--- src/rtl/cipg_pkg.sv ---
// constants and carrier types of the core interrupt priority gate
// Overview of operation
// - local lines rank by descending index: line three first, line zero last.
// - external ranks below all local lines, above software; timer ranks lowest.
// - nothing reaches the core unless the global interrupt enable bit is set.
// - each interrupt type also needs its own enable bit before delivery.
// - external interrupt is delivered only while its enable bit is set.
// - software interrupt is delivered only while its enable bit is set.
// - timer interrupt is delivered only while its enable bit is set.
// - enable bits 16 to 19 gate local lines zero to three in order.
package cipg_pkg;

  // register byte offsets
  localparam logic [7:0]  CIPG_GLOBAL_OFS   = 8'h00;
  localparam logic [7:0]  CIPG_ENABLE_OFS   = 8'h04;
  localparam logic [7:0]  CIPG_PENDING_OFS  = 8'h08;
  localparam logic [7:0]  CIPG_GRANT_OFS    = 8'h0C;
  localparam logic [7:0]  CIPG_EVT_STAT_OFS = 8'h10;
  localparam logic [7:0]  CIPG_EVT_MASK_OFS = 8'h14;

  // field positions
  localparam int unsigned CIPG_GLOBAL_POS   = 3;
  localparam int unsigned CIPG_SW_POS       = 3;
  localparam int unsigned CIPG_TMR_POS      = 7;
  localparam int unsigned CIPG_EXT_POS      = 11;
  localparam int unsigned CIPG_LOCAL_POS    = 16;
  localparam int unsigned CIPG_GRANT_VLD    = 31;

  // reset values and implemented bits
  localparam logic [31:0] CIPG_GLOBAL_RST   = 32'h0000_0000;
  localparam logic [31:0] CIPG_ENABLE_RST   = 32'h0000_0000;
  localparam logic [31:0] CIPG_EVT_MASK_RST = 32'h0000_0000;
  localparam logic [31:0] CIPG_SRC_BITS     = 32'h000F_0888;
  localparam logic [31:0] CIPG_GLOBAL_BITS  = 32'h0000_0008;

  // bus responses
  localparam logic [1:0]  CIPG_RESP_OKAY    = 2'h0;
  localparam logic [1:0]  CIPG_RESP_SLVERR  = 2'h2;

  typedef struct packed {
    logic [3:0] local_line;
    logic       ext;
    logic       sw;
    logic       tmr;
  } cipg_src_type;

  typedef struct packed {
    logic       req;
    logic [4:0] cause;
  } cipg_trap_type;

  typedef struct packed {
    logic        awvalid;
    logic [7:0]  awaddr;
    logic        wvalid;
    logic [31:0] wdata;
    logic [3:0]  wstrb;
    logic        bready;
    logic        arvalid;
    logic [7:0]  araddr;
    logic        rready;
  } cipg_axi_req_type;

  typedef struct packed {
    logic        awready;
    logic        wready;
    logic        bvalid;
    logic [1:0]  bresp;
    logic        arready;
    logic        rvalid;
    logic [31:0] rdata;
    logic [1:0]  rresp;
  } cipg_axi_rsp_type;

endpackage

--- src/rtl/cipg_gate.sv ---
// core interrupt priority gate with its axi4-lite register slave
`timescale 1ns/1ps
module cipg_gate
  import cipg_pkg::*;
(
  // clock and reset
  input  wire logic             clk_in,
  input  wire logic             srst_in,
  // register bus
  input  wire cipg_axi_req_type axi_in,
  output cipg_axi_rsp_type      axi_out,
  // interrupt sources, same clock domain
  input  wire cipg_src_type     src_in,
  // core trap entry
  output cipg_trap_type         trap_out,
  // event interrupt
  output logic                  irq_out
);

  // highest source in the order is tested last, so later tests override earlier ones
  function automatic logic [4:0] cipg_pick(input logic [31:0] act);
    logic [4:0] c;
    c = 5'h00;
    if (act[CIPG_TMR_POS])        c = 5'(CIPG_TMR_POS);
    if (act[CIPG_SW_POS])         c = 5'(CIPG_SW_POS);
    if (act[CIPG_EXT_POS])        c = 5'(CIPG_EXT_POS);
    if (act[CIPG_LOCAL_POS])      c = 5'(CIPG_LOCAL_POS);
    if (act[CIPG_LOCAL_POS + 1])  c = 5'(CIPG_LOCAL_POS + 1);
    if (act[CIPG_LOCAL_POS + 2])  c = 5'(CIPG_LOCAL_POS + 2);
    if (act[CIPG_LOCAL_POS + 3])  c = 5'(CIPG_LOCAL_POS + 3);
    return c;
  endfunction

  function automatic logic [31:0] cipg_strb(input logic [31:0] old_v,
                                            input logic [31:0] new_v,
                                            input logic [3:0]  strb);
    logic [31:0] r;
    r = old_v;
    for (int i = 0; i < 4; i++)
    begin
      if (strb[i])
        r[i*8 +: 8] = new_v[i*8 +: 8];
    end
    return r;
  endfunction

  logic [31:0]   global_r;
  logic [31:0]   global_nxt;
  logic [31:0]   enable_r;
  logic [31:0]   enable_nxt;
  logic [31:0]   evt_stat_r;
  logic [31:0]   evt_stat_nxt;
  logic [31:0]   evt_mask_r;
  logic [31:0]   evt_mask_nxt;
  cipg_trap_type trap_r;
  cipg_trap_type trap_nxt;
  logic          aw_hold_r;
  logic          aw_hold_nxt;
  logic [7:0]    aw_addr_r;
  logic [7:0]    aw_addr_nxt;
  logic          w_hold_r;
  logic          w_hold_nxt;
  logic [31:0]   w_data_r;
  logic [31:0]   w_data_nxt;
  logic [3:0]    w_strb_r;
  logic [3:0]    w_strb_nxt;
  logic          bvalid_r;
  logic          bvalid_nxt;
  logic [1:0]    bresp_r;
  logic [1:0]    bresp_nxt;
  logic          rvalid_r;
  logic          rvalid_nxt;
  logic [31:0]   rdata_r;
  logic [31:0]   rdata_nxt;
  logic [1:0]    rresp_r;
  logic [1:0]    rresp_nxt;

  logic [31:0]   pend_vec;
  logic [31:0]   eligible;
  logic          glob_on;
  logic          aw_take;
  logic          w_take;
  logic          ar_take;
  logic          wr_go;
  logic [31:0]   evt_set;
  logic [31:0]   evt_clr;

  // raw sources laid out like the enable register
  always_comb
  begin
    pend_vec                          = 32'h0000_0000;
    pend_vec[CIPG_SW_POS]             = src_in.sw;
    pend_vec[CIPG_TMR_POS]            = src_in.tmr;
    pend_vec[CIPG_EXT_POS]            = src_in.ext;
    pend_vec[CIPG_LOCAL_POS +: 4]     = src_in.local_line;
  end

  assign glob_on  = global_r[CIPG_GLOBAL_POS];
  // global gate and per-type enable, bit for bit
  assign eligible = glob_on ? (pend_vec & enable_r & CIPG_SRC_BITS) : 32'h0000_0000;

  assign aw_take  = axi_in.awvalid && !aw_hold_r && !bvalid_r;
  assign w_take   = axi_in.wvalid && !w_hold_r && !bvalid_r;
  assign ar_take  = axi_in.arvalid && !rvalid_r;
  assign wr_go    = aw_hold_r && w_hold_r;

  always_comb
  begin
    axi_out         = '0;
    axi_out.awready = !aw_hold_r && !bvalid_r;
    axi_out.wready  = !w_hold_r && !bvalid_r;
    axi_out.bvalid  = bvalid_r;
    axi_out.bresp   = bresp_r;
    axi_out.arready = !rvalid_r;
    axi_out.rvalid  = rvalid_r;
    axi_out.rdata   = rdata_r;
    axi_out.rresp   = rresp_r;
  end

  always_comb
  begin
    // one source per cycle; lower ones wait behind it
    trap_nxt.req   = |eligible;
    trap_nxt.cause = cipg_pick(eligible);
    // a new grant, or a change of grant, is an event
    evt_set = 32'h0000_0000;
    if (trap_nxt.req && (!trap_r.req || trap_r.cause != trap_nxt.cause))
      evt_set[trap_nxt.cause] = 1'b1;
    evt_clr = 32'h0000_0000;
    if (ar_take && axi_in.araddr == CIPG_EVT_STAT_OFS)
      evt_clr = 32'hFFFF_FFFF;
    // set beats the clearing read in the same cycle
    evt_stat_nxt = (evt_stat_r & ~evt_clr) | evt_set;

    global_nxt   = global_r;
    enable_nxt   = enable_r;
    evt_mask_nxt = evt_mask_r;
    aw_hold_nxt  = aw_hold_r | aw_take;
    aw_addr_nxt  = aw_take ? axi_in.awaddr : aw_addr_r;
    w_hold_nxt   = w_hold_r | w_take;
    w_data_nxt   = w_take ? axi_in.wdata : w_data_r;
    w_strb_nxt   = w_take ? axi_in.wstrb : w_strb_r;
    bvalid_nxt   = bvalid_r && !axi_in.bready;
    bresp_nxt    = bresp_r;
    if (wr_go)
    begin
      aw_hold_nxt = 1'b0;
      w_hold_nxt  = 1'b0;
      bvalid_nxt  = 1'b1;
      bresp_nxt   = CIPG_RESP_OKAY;
      case (aw_addr_r)
        CIPG_GLOBAL_OFS:
          global_nxt = cipg_strb(global_r, w_data_r, w_strb_r) & CIPG_GLOBAL_BITS;
        CIPG_ENABLE_OFS:
          enable_nxt = cipg_strb(enable_r, w_data_r, w_strb_r) & CIPG_SRC_BITS;
        CIPG_EVT_MASK_OFS:
          evt_mask_nxt = cipg_strb(evt_mask_r, w_data_r, w_strb_r) & CIPG_SRC_BITS;
        CIPG_PENDING_OFS, CIPG_GRANT_OFS, CIPG_EVT_STAT_OFS:
          bresp_nxt = CIPG_RESP_OKAY;
        default:
          bresp_nxt = CIPG_RESP_SLVERR;
      endcase
    end

    rvalid_nxt = rvalid_r && !axi_in.rready;
    rdata_nxt  = rdata_r;
    rresp_nxt  = rresp_r;
    if (ar_take)
    begin
      rvalid_nxt = 1'b1;
      rresp_nxt  = CIPG_RESP_OKAY;
      case (axi_in.araddr)
        CIPG_GLOBAL_OFS:   rdata_nxt = global_r;
        CIPG_ENABLE_OFS:   rdata_nxt = enable_r;
        CIPG_PENDING_OFS:  rdata_nxt = pend_vec;
        CIPG_GRANT_OFS:    rdata_nxt = {trap_r.req, 26'h0, trap_r.cause};
        CIPG_EVT_STAT_OFS: rdata_nxt = evt_stat_r;
        CIPG_EVT_MASK_OFS: rdata_nxt = evt_mask_r;
        default:
        begin
          rdata_nxt = 32'h0000_0000;
          rresp_nxt = CIPG_RESP_SLVERR;
        end
      endcase
    end
  end

  always_ff @(posedge clk_in)
  begin
    if (srst_in)
    begin
      global_r   <= CIPG_GLOBAL_RST;
      enable_r   <= CIPG_ENABLE_RST;
      evt_stat_r <= 32'h0000_0000;
      evt_mask_r <= CIPG_EVT_MASK_RST;
      trap_r     <= '0;
      aw_hold_r  <= 1'b0;
      aw_addr_r  <= 8'h00;
      w_hold_r   <= 1'b0;
      w_data_r   <= 32'h0000_0000;
      w_strb_r   <= 4'h0;
      bvalid_r   <= 1'b0;
      bresp_r    <= CIPG_RESP_OKAY;
      rvalid_r   <= 1'b0;
      rdata_r    <= 32'h0000_0000;
      rresp_r    <= CIPG_RESP_OKAY;
    end
    else
    begin
      global_r   <= global_nxt;
      enable_r   <= enable_nxt;
      evt_stat_r <= evt_stat_nxt;
      evt_mask_r <= evt_mask_nxt;
      trap_r     <= trap_nxt;
      aw_hold_r  <= aw_hold_nxt;
      aw_addr_r  <= aw_addr_nxt;
      w_hold_r   <= w_hold_nxt;
      w_data_r   <= w_data_nxt;
      w_strb_r   <= w_strb_nxt;
      bvalid_r   <= bvalid_nxt;
      bresp_r    <= bresp_nxt;
      rvalid_r   <= rvalid_nxt;
      rdata_r    <= rdata_nxt;
      rresp_r    <= rresp_nxt;
    end
  end

  // level output: any unmasked sticky event
  assign irq_out  = |(evt_stat_r & evt_mask_r);
  assign trap_out = trap_r;

  // helper views for the checks below
  logic [31:0] elig_no_tmr;
  assign elig_no_tmr = eligible & ~(32'h1 << CIPG_TMR_POS);
endmodule

--- config.mk ---
export PLATFORM = sky130hd
export DESIGN_NAME = cipg_gate
export DESIGN_NICKNAME = d
export VERILOG_FILES = /design/src/rtl/cipg_pkg.sv /design/src/rtl/cipg_gate.sv
export SDC_FILE = /design/constraint.sdc
export NUM_CORES = 1
export LEC_CHECK = 0
export BUFFER_PORTS_ARGS = -buffer_cell sky130_fd_sc_hd__buf_2
export CORE_MARGIN = 5
export CORE_UTILIZATION = 40
export CTS_BUF_LIST = sky130_fd_sc_hd__clkbuf_16
export DETAILED_ROUTE_END_ITERATION = 12
export HOLD_SLACK_MARGIN = 0.02
export PLACE_DENSITY = 0.66
export SLEW_MARGIN = 20
export SYNTH_ARGS = -nofsm -noshare
export SYNTH_HDL_FRONTEND = slang
export SYNTH_SLANG_ARGS = --single-unit
export TNS_END_PERCENT = 5
--- constraint.sdc ---
create_clock -name clk_in -period 1.7 [get_ports clk_in]
set_input_delay 0.085 -clock clk_in [delete_from_list [all_inputs] [get_ports clk_in]]
set_output_delay 0.085 -clock clk_in [all_outputs]
set_load 0.01 [all_outputs]
* Yosys cells after proc, flatten, opt, wreduce, memory -nomap -nowiden
Cells that the tools add are included.
Operators by class: magnitude comparators 2, equality and inequality tests 11, multiplexer cells 17, bitwise operators 7, reduce and logical (&&, ||, !) cells 35
Operators with widths (number):
- case mux 32 bit (6 select lines) | 1
- two-way mux 32 bit | 2
- OR reduction 32 bit | 2
- AND 32 x 20 -> 32 bit | 1
- AND 32 bit | 1
- equality test 8 x 4 -> 1 bit (second input constant) | 4
- equality test 8 x 5 -> 1 bit (second input constant) | 4
- inverter 32 bit | 1
- bitwise OR 32 bit | 1
- AND reduction 3 bit | 7
- AND 20 bit | 1
- two-way mux 20 bit | 1
- two-way mux 5 bit | 4
- equality test 8 x 3 -> 1 bit (second input constant) | 2
- logical NOT 8 bit | 2
- logical AND 1 bit | 13
- OR reduction 6 bit | 2
- logical NOT 1 bit | 7
- < comparator 5 x 6 -> 1 bit (second input constant) | 1
- two-way mux 3 bit | 2
- demux 1 bit (select 5 bit) | 1
- >= comparator 5 x 1 -> 1 bit (second input constant) | 1
- inequality test 5 bit | 1
- two-way mux 2 bit | 2
- 5 further kinds | 8
Word-level totals: flip-flop bits (word level) 124, input bits 66, output and inout bits 48, word-level logic and storage cells 92

* Longest topological paths before layout
Gate-level depths: netlist of run 1.
depth in word-level cells 15, gate-level depth with buffers 7, depth with buffers taken out 6

* Least setup slack after synthesis of run 1
No wires, ideal clock.
path kind reg2reg, start reg aw_addr_r[7], end reg enable_r[19], setup time 128 ps, arrival 1731 ps, slack -158 ps, stages on the path, launching flop included 8, buffers on the path 1, period minus slack after synthesis 1858 ps, path through dfxtp_1 > or4_1 > nor3_1 > and3b_1 > and3_1 > buf_2 > mux2i_1 > nor2_1
Between the ends: word-level cells in the longest chain between the ends 2
Ends and longest elaborated chain:
- start, declared | RTL line cipg_gate.sv:59 | logic [7:0] aw_addr_r;
- start signal, assigned | RTL line cipg_gate.sv:216 | aw_addr_r <= aw_addr_nxt;
- equality test 8 x 3 -> 1 bit | RTL line cipg_gate.sv:151 | case (aw_addr_r)
- AND reduction 3 bit (no line)
- end signal, assigned | RTL line cipg_gate.sv:211 | enable_r <= enable_nxt;
- end, declared | RTL line cipg_gate.sv:49 | logic [31:0] enable_r;
No other way between the ends. A chain may end at the register's enable or synchronous reset.

* Worst setup path in the final report of run 1
start reg enable_r[17], end reg evt_stat_r[7]
Between the ends: word-level cells in the longest chain between the ends 11
Ends and longest elaborated chain:
- AND 20 bit * | RTL line cipg_gate.sv:100 | assign eligible = glob_on ? (pend_vec & enable_r & CIPG_SRC_BITS) : 32'h0000_0000;
- two-way mux 20 bit * | RTL line cipg_gate.sv:100
- two-way mux 5 bit | RTL line cipg_gate.sv:28 | if (act[CIPG_LOCAL_POS + 1]) c = 5'(CIPG_LOCAL_POS + 1);
- two-way mux 5 bit | RTL line cipg_gate.sv:29 | if (act[CIPG_LOCAL_POS + 2]) c = 5'(CIPG_LOCAL_POS + 2);
- two-way mux 5 bit | RTL line cipg_gate.sv:30 | if (act[CIPG_LOCAL_POS + 3]) c = 5'(CIPG_LOCAL_POS + 3);
- < comparator 5 x 6 -> 1 bit (implied by the code) or >= comparator 5 x 1 -> 1 bit (tied branches) | RTL line cipg_gate.sv:128 | evt_set[trap_nxt.cause] = 1'b1;
- logical AND 1 bit (implied by the code) | RTL line cipg_gate.sv:128
- two-way mux 1 bit (implied by the code) | RTL line cipg_gate.sv:128
- demux 1 bit (select 5 bit) | RTL line cipg_gate.sv:128
- two-way mux 32 bit * | RTL line cipg_gate.sv:127 | if (trap_nxt.req && (!trap_r.req || trap_r.cause != trap_nxt.cause))
- bitwise OR 32 bit * | RTL line cipg_gate.sv:133 | evt_stat_nxt = (evt_stat_r & ~evt_clr) | evt_set;
- end signal, assigned | RTL line cipg_gate.sv:212 | evt_stat_r <= evt_stat_nxt;
- end, declared | RTL line cipg_gate.sv:51 | logic [31:0] evt_stat_r;
Every way passes the cells marked *; elsewhere a longest branch is shown, timed or not.

==> results.ini, run 1 <==
[route]
dr.first_iter.drc_count = 224
vias_per_cell = 5.20
final_antenna_net_count = 0
wl_per_cell_um = 14.8
drt-total-wl_um = 10800
vias = 3808
drc_errors = 0
drtPass1Iterations = 5

[placed_design]
hpwl_um = 8010
numPortBuffers = 85
globalplace.congestion = 0.909
dp_slack_ns = -0.249

[min_path]
hp-start = axi_in[9]
hold_depth = 3
hold_path.class = in -> reg

[yosys]
synth_area_um2 = 4210
ys.warnings.count = 0
syn_area_per_cell_um2 = 9.40
synth_largest_area_cell = dfxtp_1
synthArstFlopShare_pct = 0
synth_cell_types = 53
synthCells = 448
synth_top_area_share_pct = 51.8
synth_edf_count = 0
synthTopCellsByArea = dfxtp_1, nor2_1, nand2_1
ys_ff_latch = 109
yosysSeqAreaShare_pct = 51.8
synth_ff_type = dfxtp_1

[cells_and_area]
nFillCells = 948
fin_util_pct = 55.1
drive_gt1_share_pct = 29.7
area_growth_pct = 34.5
multi_input_area_um2 = 1960
nets = 657
n_antenna_cell = 0
regArea_um2 = 2180

[timing]
layout_setup_ws_ns = -0.134
fin_skew_ns = 0.0150
slew_viol_final = 0
setup_viol = 19
finalCriticalPeriod_ns = 1.83
fin_crit_sh_pct = 108
max_freq_mhz = 545
final-hold-violation-count = 0
grt_setup_unrepaired = true

[clock_network]
htreeDepth = 3
clk_pin_slew_ns = 0.08
clkSinkCount = 109
clockRootBuffer = clkbuf_16
clock_latency_ns = 0.35
clockBufferDepth = 2
cts_buffers = 9
cts_tree = done

[critical_path]
worstPathArrival_ns = 2.09
required_ns = 1.95
r2r_cells = 8
worstSetupEndpointType = register
critical_path_class = reg -> reg
startpoint_type = register
r2r_start = enable_r[17]$_SDFFE_PP0P_
rrSetupSlack_ns = -0.13
cp-startpoint = enable_r[17]$_SDFFE_PP0P_
path_max_fanout = 5

[global_routing]
grt_pass1_wl_um = 17800
grt_pass1_vias = 3663
grt_max_degree = 34
antenna_found_initial = 0
grt_overflow = 0
track_usage_pct = 17.1

[floorplan]
num_rows = 37
core_um2 = 10300
die_area_um2 = 12700
io_pins = 114
initial_utilization_pct = 41.0
die_y_um = 113
die_w_um = 113

[status]
violations = setup timing
status = finished with violations

[power_and_ir_drop]
powerDensity_nw_per_um2 = 906
p_leak_nw = 2.46
ir_drop_v = 0.000496

[run]
maxCapViolCount = 0

==> cells by family after synthesis <==
logic type,count (synthesis),share of synthesized area [%]
mux,23,5.97
other cells,1,0.0891
buf+inv,32,3.60
compound gates,89,15.5
simple gates,191,22.3
flops,109,51.8
xor+xnor,3,0.624
==> worst max-delay path: stages, from the launching register on <==
cell	delay, ns
dfxtp_1	0.36
buf_4	0.15
a22oi_1	0.10
a221oi_2	0.31
o21ai_1	0.12
xnor2_1	0.21
nor3_2	0.07
buf_4	0.15
o41ai_2	0.26
==> report_power, final <==
group / internal, W / switching [W]
clock: 0.00107 / 0.00107
combinational: 0.000166 / 0.000202
sequential: 0.00259 / 0.0000337
total: 0.00383 / 0.00130
==> Yosys cell counts, types with 2 or more instances <==
master	number
nor3_1	6
a31oi_1	2
and4_1	2
dfxtp_1	109
a221oi_1	2
inv_1	5
buf_1	3
a2bb2oi_1	7
buf_4	4
and2_1	31
nand4_1	2
a21oi_1	21
buf_6	2
nand3_1	11
and3_1	4
nand2_1	54
nor2_1	66
a222oi_1	13
a21boi_1	2
o21ai_1	5
a22oi_1	25
mux2_1	6
clkbuf_1	16
nor2b_1	2
xnor2_1	3
a211oi_1	3
mux2i_1	15
a22o_1	2
==> path summary, 6_finish.rpt <==
path,to
worst max-delay path,evt_stat_r[7]$_SDFF_PP0_
worst min-delay path,rvalid_r$_SDFF_PP0_
worst max register to register,evt_stat_r[7]$_SDFF_PP0_
worst min register to register,evt_stat_r[10]$_SDFF_PP0_
==> per-stage QoR <==
stage / hold slack [ns] / TNS [ns] / instances / total power, W / area [µm²]
after floorplan: 0.185 / -0.855 / 449 / 0.00286 / 4230
after global placement: 0.276 / -3.74 / 695 / 0.00300 / 5080
after detailed placement: 0.288 / -4.15 / 695 / 0.00301 / 5080
after CTS: 0.0383 / -1.64 / 732 / 0.00517 / 5650
after global routing: 0.0582 / -3.26 / 732 / 0.00535 / 5660
final: 0.0463 / -1.50 / 732 / 0.00513 / 5660
==> cells in the final DEF, fill, tap and decap left out, types with 13 or more instances in the layout <==
cell type      instances
a22oi_1               24
dlygate4sd3_1         19
buf_4                 53
nand2_1               54
nor2_1                65
and2_1                31
dfxtp_1              108
a21oi_1               21
a222oi_1              13
mux2i_1               15
buf_2                 85
==> state kept, by name, summed over array words and instances, names as in the netlist <==
| register | flops |
|---|---|
| aw_hold_r | 1 |
| rvalid_r | 1 |
| enable_r | 7 |
| w_hold_r | 1 |
| evt_stat_r | 32 |
| rdata_r | 32 |
| rresp_r | 1 |
| bvalid_r | 1 |
| evt_mask_r | 7 |
| bresp_r | 1 |
| w_data_r | 7 |
| w_strb_r | 3 |
| aw_addr_r | 8 |
| global_r | 1 |
| trap_out | 6 |
==> layout make-up <==
cell class,instances,share of cell area (%)
multi-input cells,308,34.6
repair buffers,157,17.9
clock buffers,9,3.98
well taps,136,3.00
inverters,6,0.398
clock inverters,7,1.61
flip-flops and latches,109,38.6
==> timing repair <==
action,CTS,global route
buffers inserted,2,0
endpoints found under the hold margin,19,0
setup endpoints to repair,21,22
resized for setup,14,1
hold buffers,19,0
pin swaps,10,2
==> routing by layer <==
layer	global-route usage, %	vias up	wire length (µm)
li1	-	1880	-
met1	22.0	1815	4820
met2	29.0	98	5220
met3	3.18	15	594
met4	5.37	0	169
met5	0	-	0
No activity file was read; power rests on OpenSTA's default activity.
==> run 2: changes to the inputs <==
ABC_AREA = 1   (was default)
==> results.ini, run 2 <==
[yosys]
synthArstFlopShare_pct = 0  ; unchanged
synth_edf_count = 0  ; unchanged
synth_ff_type = dfxtp_1  ; unchanged
synth_top_area_share_pct = 49.6  ; was 51.8%
synthTopCellsByArea = dfxtp_1, nand2_1, a21oi_1  ; was dfxtp_1, nor2_1, nand2_1
yosysSeqAreaShare_pct = 49.6  ; was 51.8%
syn_area_per_cell_um2 = 7.65  ; was 9.40 µm²
synth_cell_types = 37  ; was 53
synth_largest_area_cell = dfxtp_1  ; unchanged
synth_area_um2 = 4400  ; was 4210 µm²
synthCells = 575  ; was 448
synthTopCellsByCount = nand2_1, dfxtp_1, nor2_1, a21oi_1, inv_1  ; was dfxtp_1, nor2_1, nand2_1, and2_1, a22oi_1
synth.most_common_cell = nand2_1  ; was dfxtp_1
ys_ff_latch = 109  ; unchanged
ys.warnings.count = 0  ; unchanged

[critical_path]
worstSetupEndpointType = register  ; unchanged
worstPathArrival_ns = 1.92  ; was 2.09 ns
path_max_fanout = 9  ; was 5
startpoint_type = register  ; unchanged
critical_path_class = reg -> reg  ; unchanged
r2r_start = global_r[3]$_SDFFE_PP0P_  ; was enable_r[17]$_SDFFE_PP0P_
required_ns = 1.99  ; was 1.95 ns
cp-startpoint = global_r[3]$_SDFFE_PP0P_  ; was enable_r[17]$_SDFFE_PP0P_

[global_routing]
grt_overflow = 0  ; unchanged
grt_pass1_vias = 3774  ; was 3,663
grt_max_degree = 56  ; was 34
grt_pass1_wl_um = 17600  ; was 17,800 µm
track_usage_pct = 16.7  ; was 17.1%
antenna_found_initial = 0  ; unchanged

[timing]
hold_ws_ns = 0.0309  ; was 0.0463 ns
grt_setup_unrepaired = true  ; unchanged
finalCriticalPeriod_ns = 1.63  ; was 1.83 ns
layout_setup_ws_ns = 0.0694  ; was -0.134 ns
slew_viol_final = 0  ; unchanged
tightest_slew_ns = 0.519
setup_viol = 0  ; was 19
fin_crit_sh_pct = 95.9  ; was 108%
final-hold-violation-count = 0  ; unchanged
fin_skew_ns = 0.00745  ; was 0.0150 ns
max-slew-margin-rel_pct = 65.4
setup_tns_ns = 0  ; was -1.50 ns
max_freq_mhz = 613  ; was 545 MHz

[power_and_ir_drop]
powerDensity_nw_per_um2 = 915  ; was 906 nW/µm²
p_leak_nw = 2.41  ; was 2.46 nW
ir_drop_v = 0.000408  ; was 0.000496 V

[clock_network]
clockRootBuffer = clkbuf_16  ; unchanged
clock_latency_ns = 0.34  ; was 0.35 ns
clkSinkCount = 109  ; unchanged
clockBufferDepth = 2  ; unchanged
htreeDepth = 3  ; unchanged
cts_tree = done  ; unchanged
cts_buffers = 9  ; unchanged
clk_pin_slew_ns = 0.07  ; was 0.08 ns

[min_path]
hp-start = axi_in[51]  ; was axi_in[9]
hold_path.class = in -> reg  ; unchanged

[cells_and_area]
reg.largest.list = evt_stat_r (32), rdata_r (32), aw_addr_r (8)  ; unchanged
n_antenna_cell = 0  ; unchanged
layout_commonest_cell = nand2_1  ; was dfxtp_1
final_cell_mix = nand2_1, dfxtp_1, buf_2  ; was dfxtp_1, buf_2, nor2_1
nets = 742  ; was 657
drive_gt1_share_pct = 25.0  ; was 29.7%
final_cell_area_um2 = 5540  ; was 5660 µm²
fin_util_pct = 51.3  ; was 55.1%
area_growth_pct = 26.0  ; was 34.5%

[floorplan]
num_rows = 38  ; was 37
die_area_um2 = 13200  ; was 12,700 µm²
core_um2 = 10800  ; was 10,300 µm²
io_pins = 114  ; unchanged
initial_utilization_pct = 40.7  ; was 41.0%
die_w_um = 115  ; was 113 µm
die_y_um = 115  ; was 113 µm

[route]
drc_errors = 0  ; unchanged
final_antenna_net_count = 0  ; unchanged
drtPass1Iterations = 4  ; was 5
dr.first_iter.drc_count = 213  ; was 224
drt-total-wl_um = 10800  ; about the same
wl_per_cell_um = 13.1  ; was 14.8 µm
vias = 3972  ; was 3,808
vias_per_cell = 4.84  ; was 5.20

[placed_design]
globalplace.congestion = 0.929  ; was 0.909
numPortBuffers = 85  ; unchanged
dp_slack_ns = 0.0806  ; was -0.249 ns
hpwl_um = 7870  ; was 8010 µm
dpl-instance-area_um2 = 4980  ; was 5080 µm²

[status]
status = finished, final reports clean  ; was finished with violations

[run]
maxCapViolCount = 0  ; unchanged

[run 2: cell types whose count changed after synthesis, moves of 25 or more]
cell / before / now
nand2_1: 54 / 120
inv_1: 5 / 48
and2_1: 31 / 0
a21oi_1: 21 / 49
nand3_1: 11 / 38
a22oi_1: 25 / 0
o21ai_0: 1 / 26
[run 2: per-layer routing]
metal	up-vias	routed length [µm]	GRT usage [%]	part of all wire (%)
met5	-	0	0	0
met4	0	249	6.57	2.3
met3	19	528	3.53	4.9
met2	94	5310	28.7	49
met1	1802	4690	20.4	44
li1	2057	-	-	-
[run 2: cell type report]
cell class	count	area, µm²
fill	1043	5260
sequential	109	2180
multi-input combinational	372	1900
timing repair buffer	115	716
inverter	69	259
clock buffer	9	225
tap	140	175
clock inverter	7	75.1
[run 2: final timing paths]
path              cells after the start  slack (ns)                   endpoint
setup / recovery                      9        0.07   evt_stat_r[3]$_SDFF_PP0_
hold / removal                        3        0.03  aw_addr_r[3]$_SDFFE_PP0P_
setup reg to reg                      9        0.07   evt_stat_r[3]$_SDFF_PP0_
hold reg to reg                       2        0.44   evt_stat_r[5]$_SDFF_PP0_
[run 2: kinds of logic after synthesis]
| kind of cell | count (synthesis) | synth area share (%) |
|---|---|---|
| flops | 109 | 49.6 |
| xor+xnor | 1 | 0.370 |
| compound gates | 111 | 13.8 |
| other cells | 1 | 0.0853 |
| buf+inv | 95 | 8.88 |
| simple gates | 258 | 27.2 |
[run 2: per-stage QoR]
step                cells  total power (W)
global placement      786          0.00301
finish                821          0.00507
detailed placement    786          0.00302
global route          821          0.00528
CTS                   818          0.00511
floorplan             576          0.00289
[run 2: repair_timing]
| action | 4_1_cts | 5_1_grt |
|---|---|---|
| hold endpoints to repair | 16 | 0 |
| gates resized for setup | 0 | 16 |
| setup endpoints to repair | 0 | 8 |
| buffers inserted | 0 | 3 |
| hold buffers | 16 | 0 |
[run 2: worst max-delay path, cell delays in order, from the launching register on]
cell and delay, ns:
dfxtp_2 0.34, buf_12 0.14, nand3_2 0.13, nand3_2 0.13, nand3_1 0.07, nand2_1 0.14
inv_2 0.07, nor2_1 0.30, nand3_2 0.13, a21oi_2 0.12
[run 2: power by group]
group / leakage, nW / switching [W] / internal [W]
sequential: 0.884 / 0.0000330 / 0.00261
combinational: 1.39 / 0.000214 / 0.000134
clock: 0.133 / 0.000935 / 0.00115
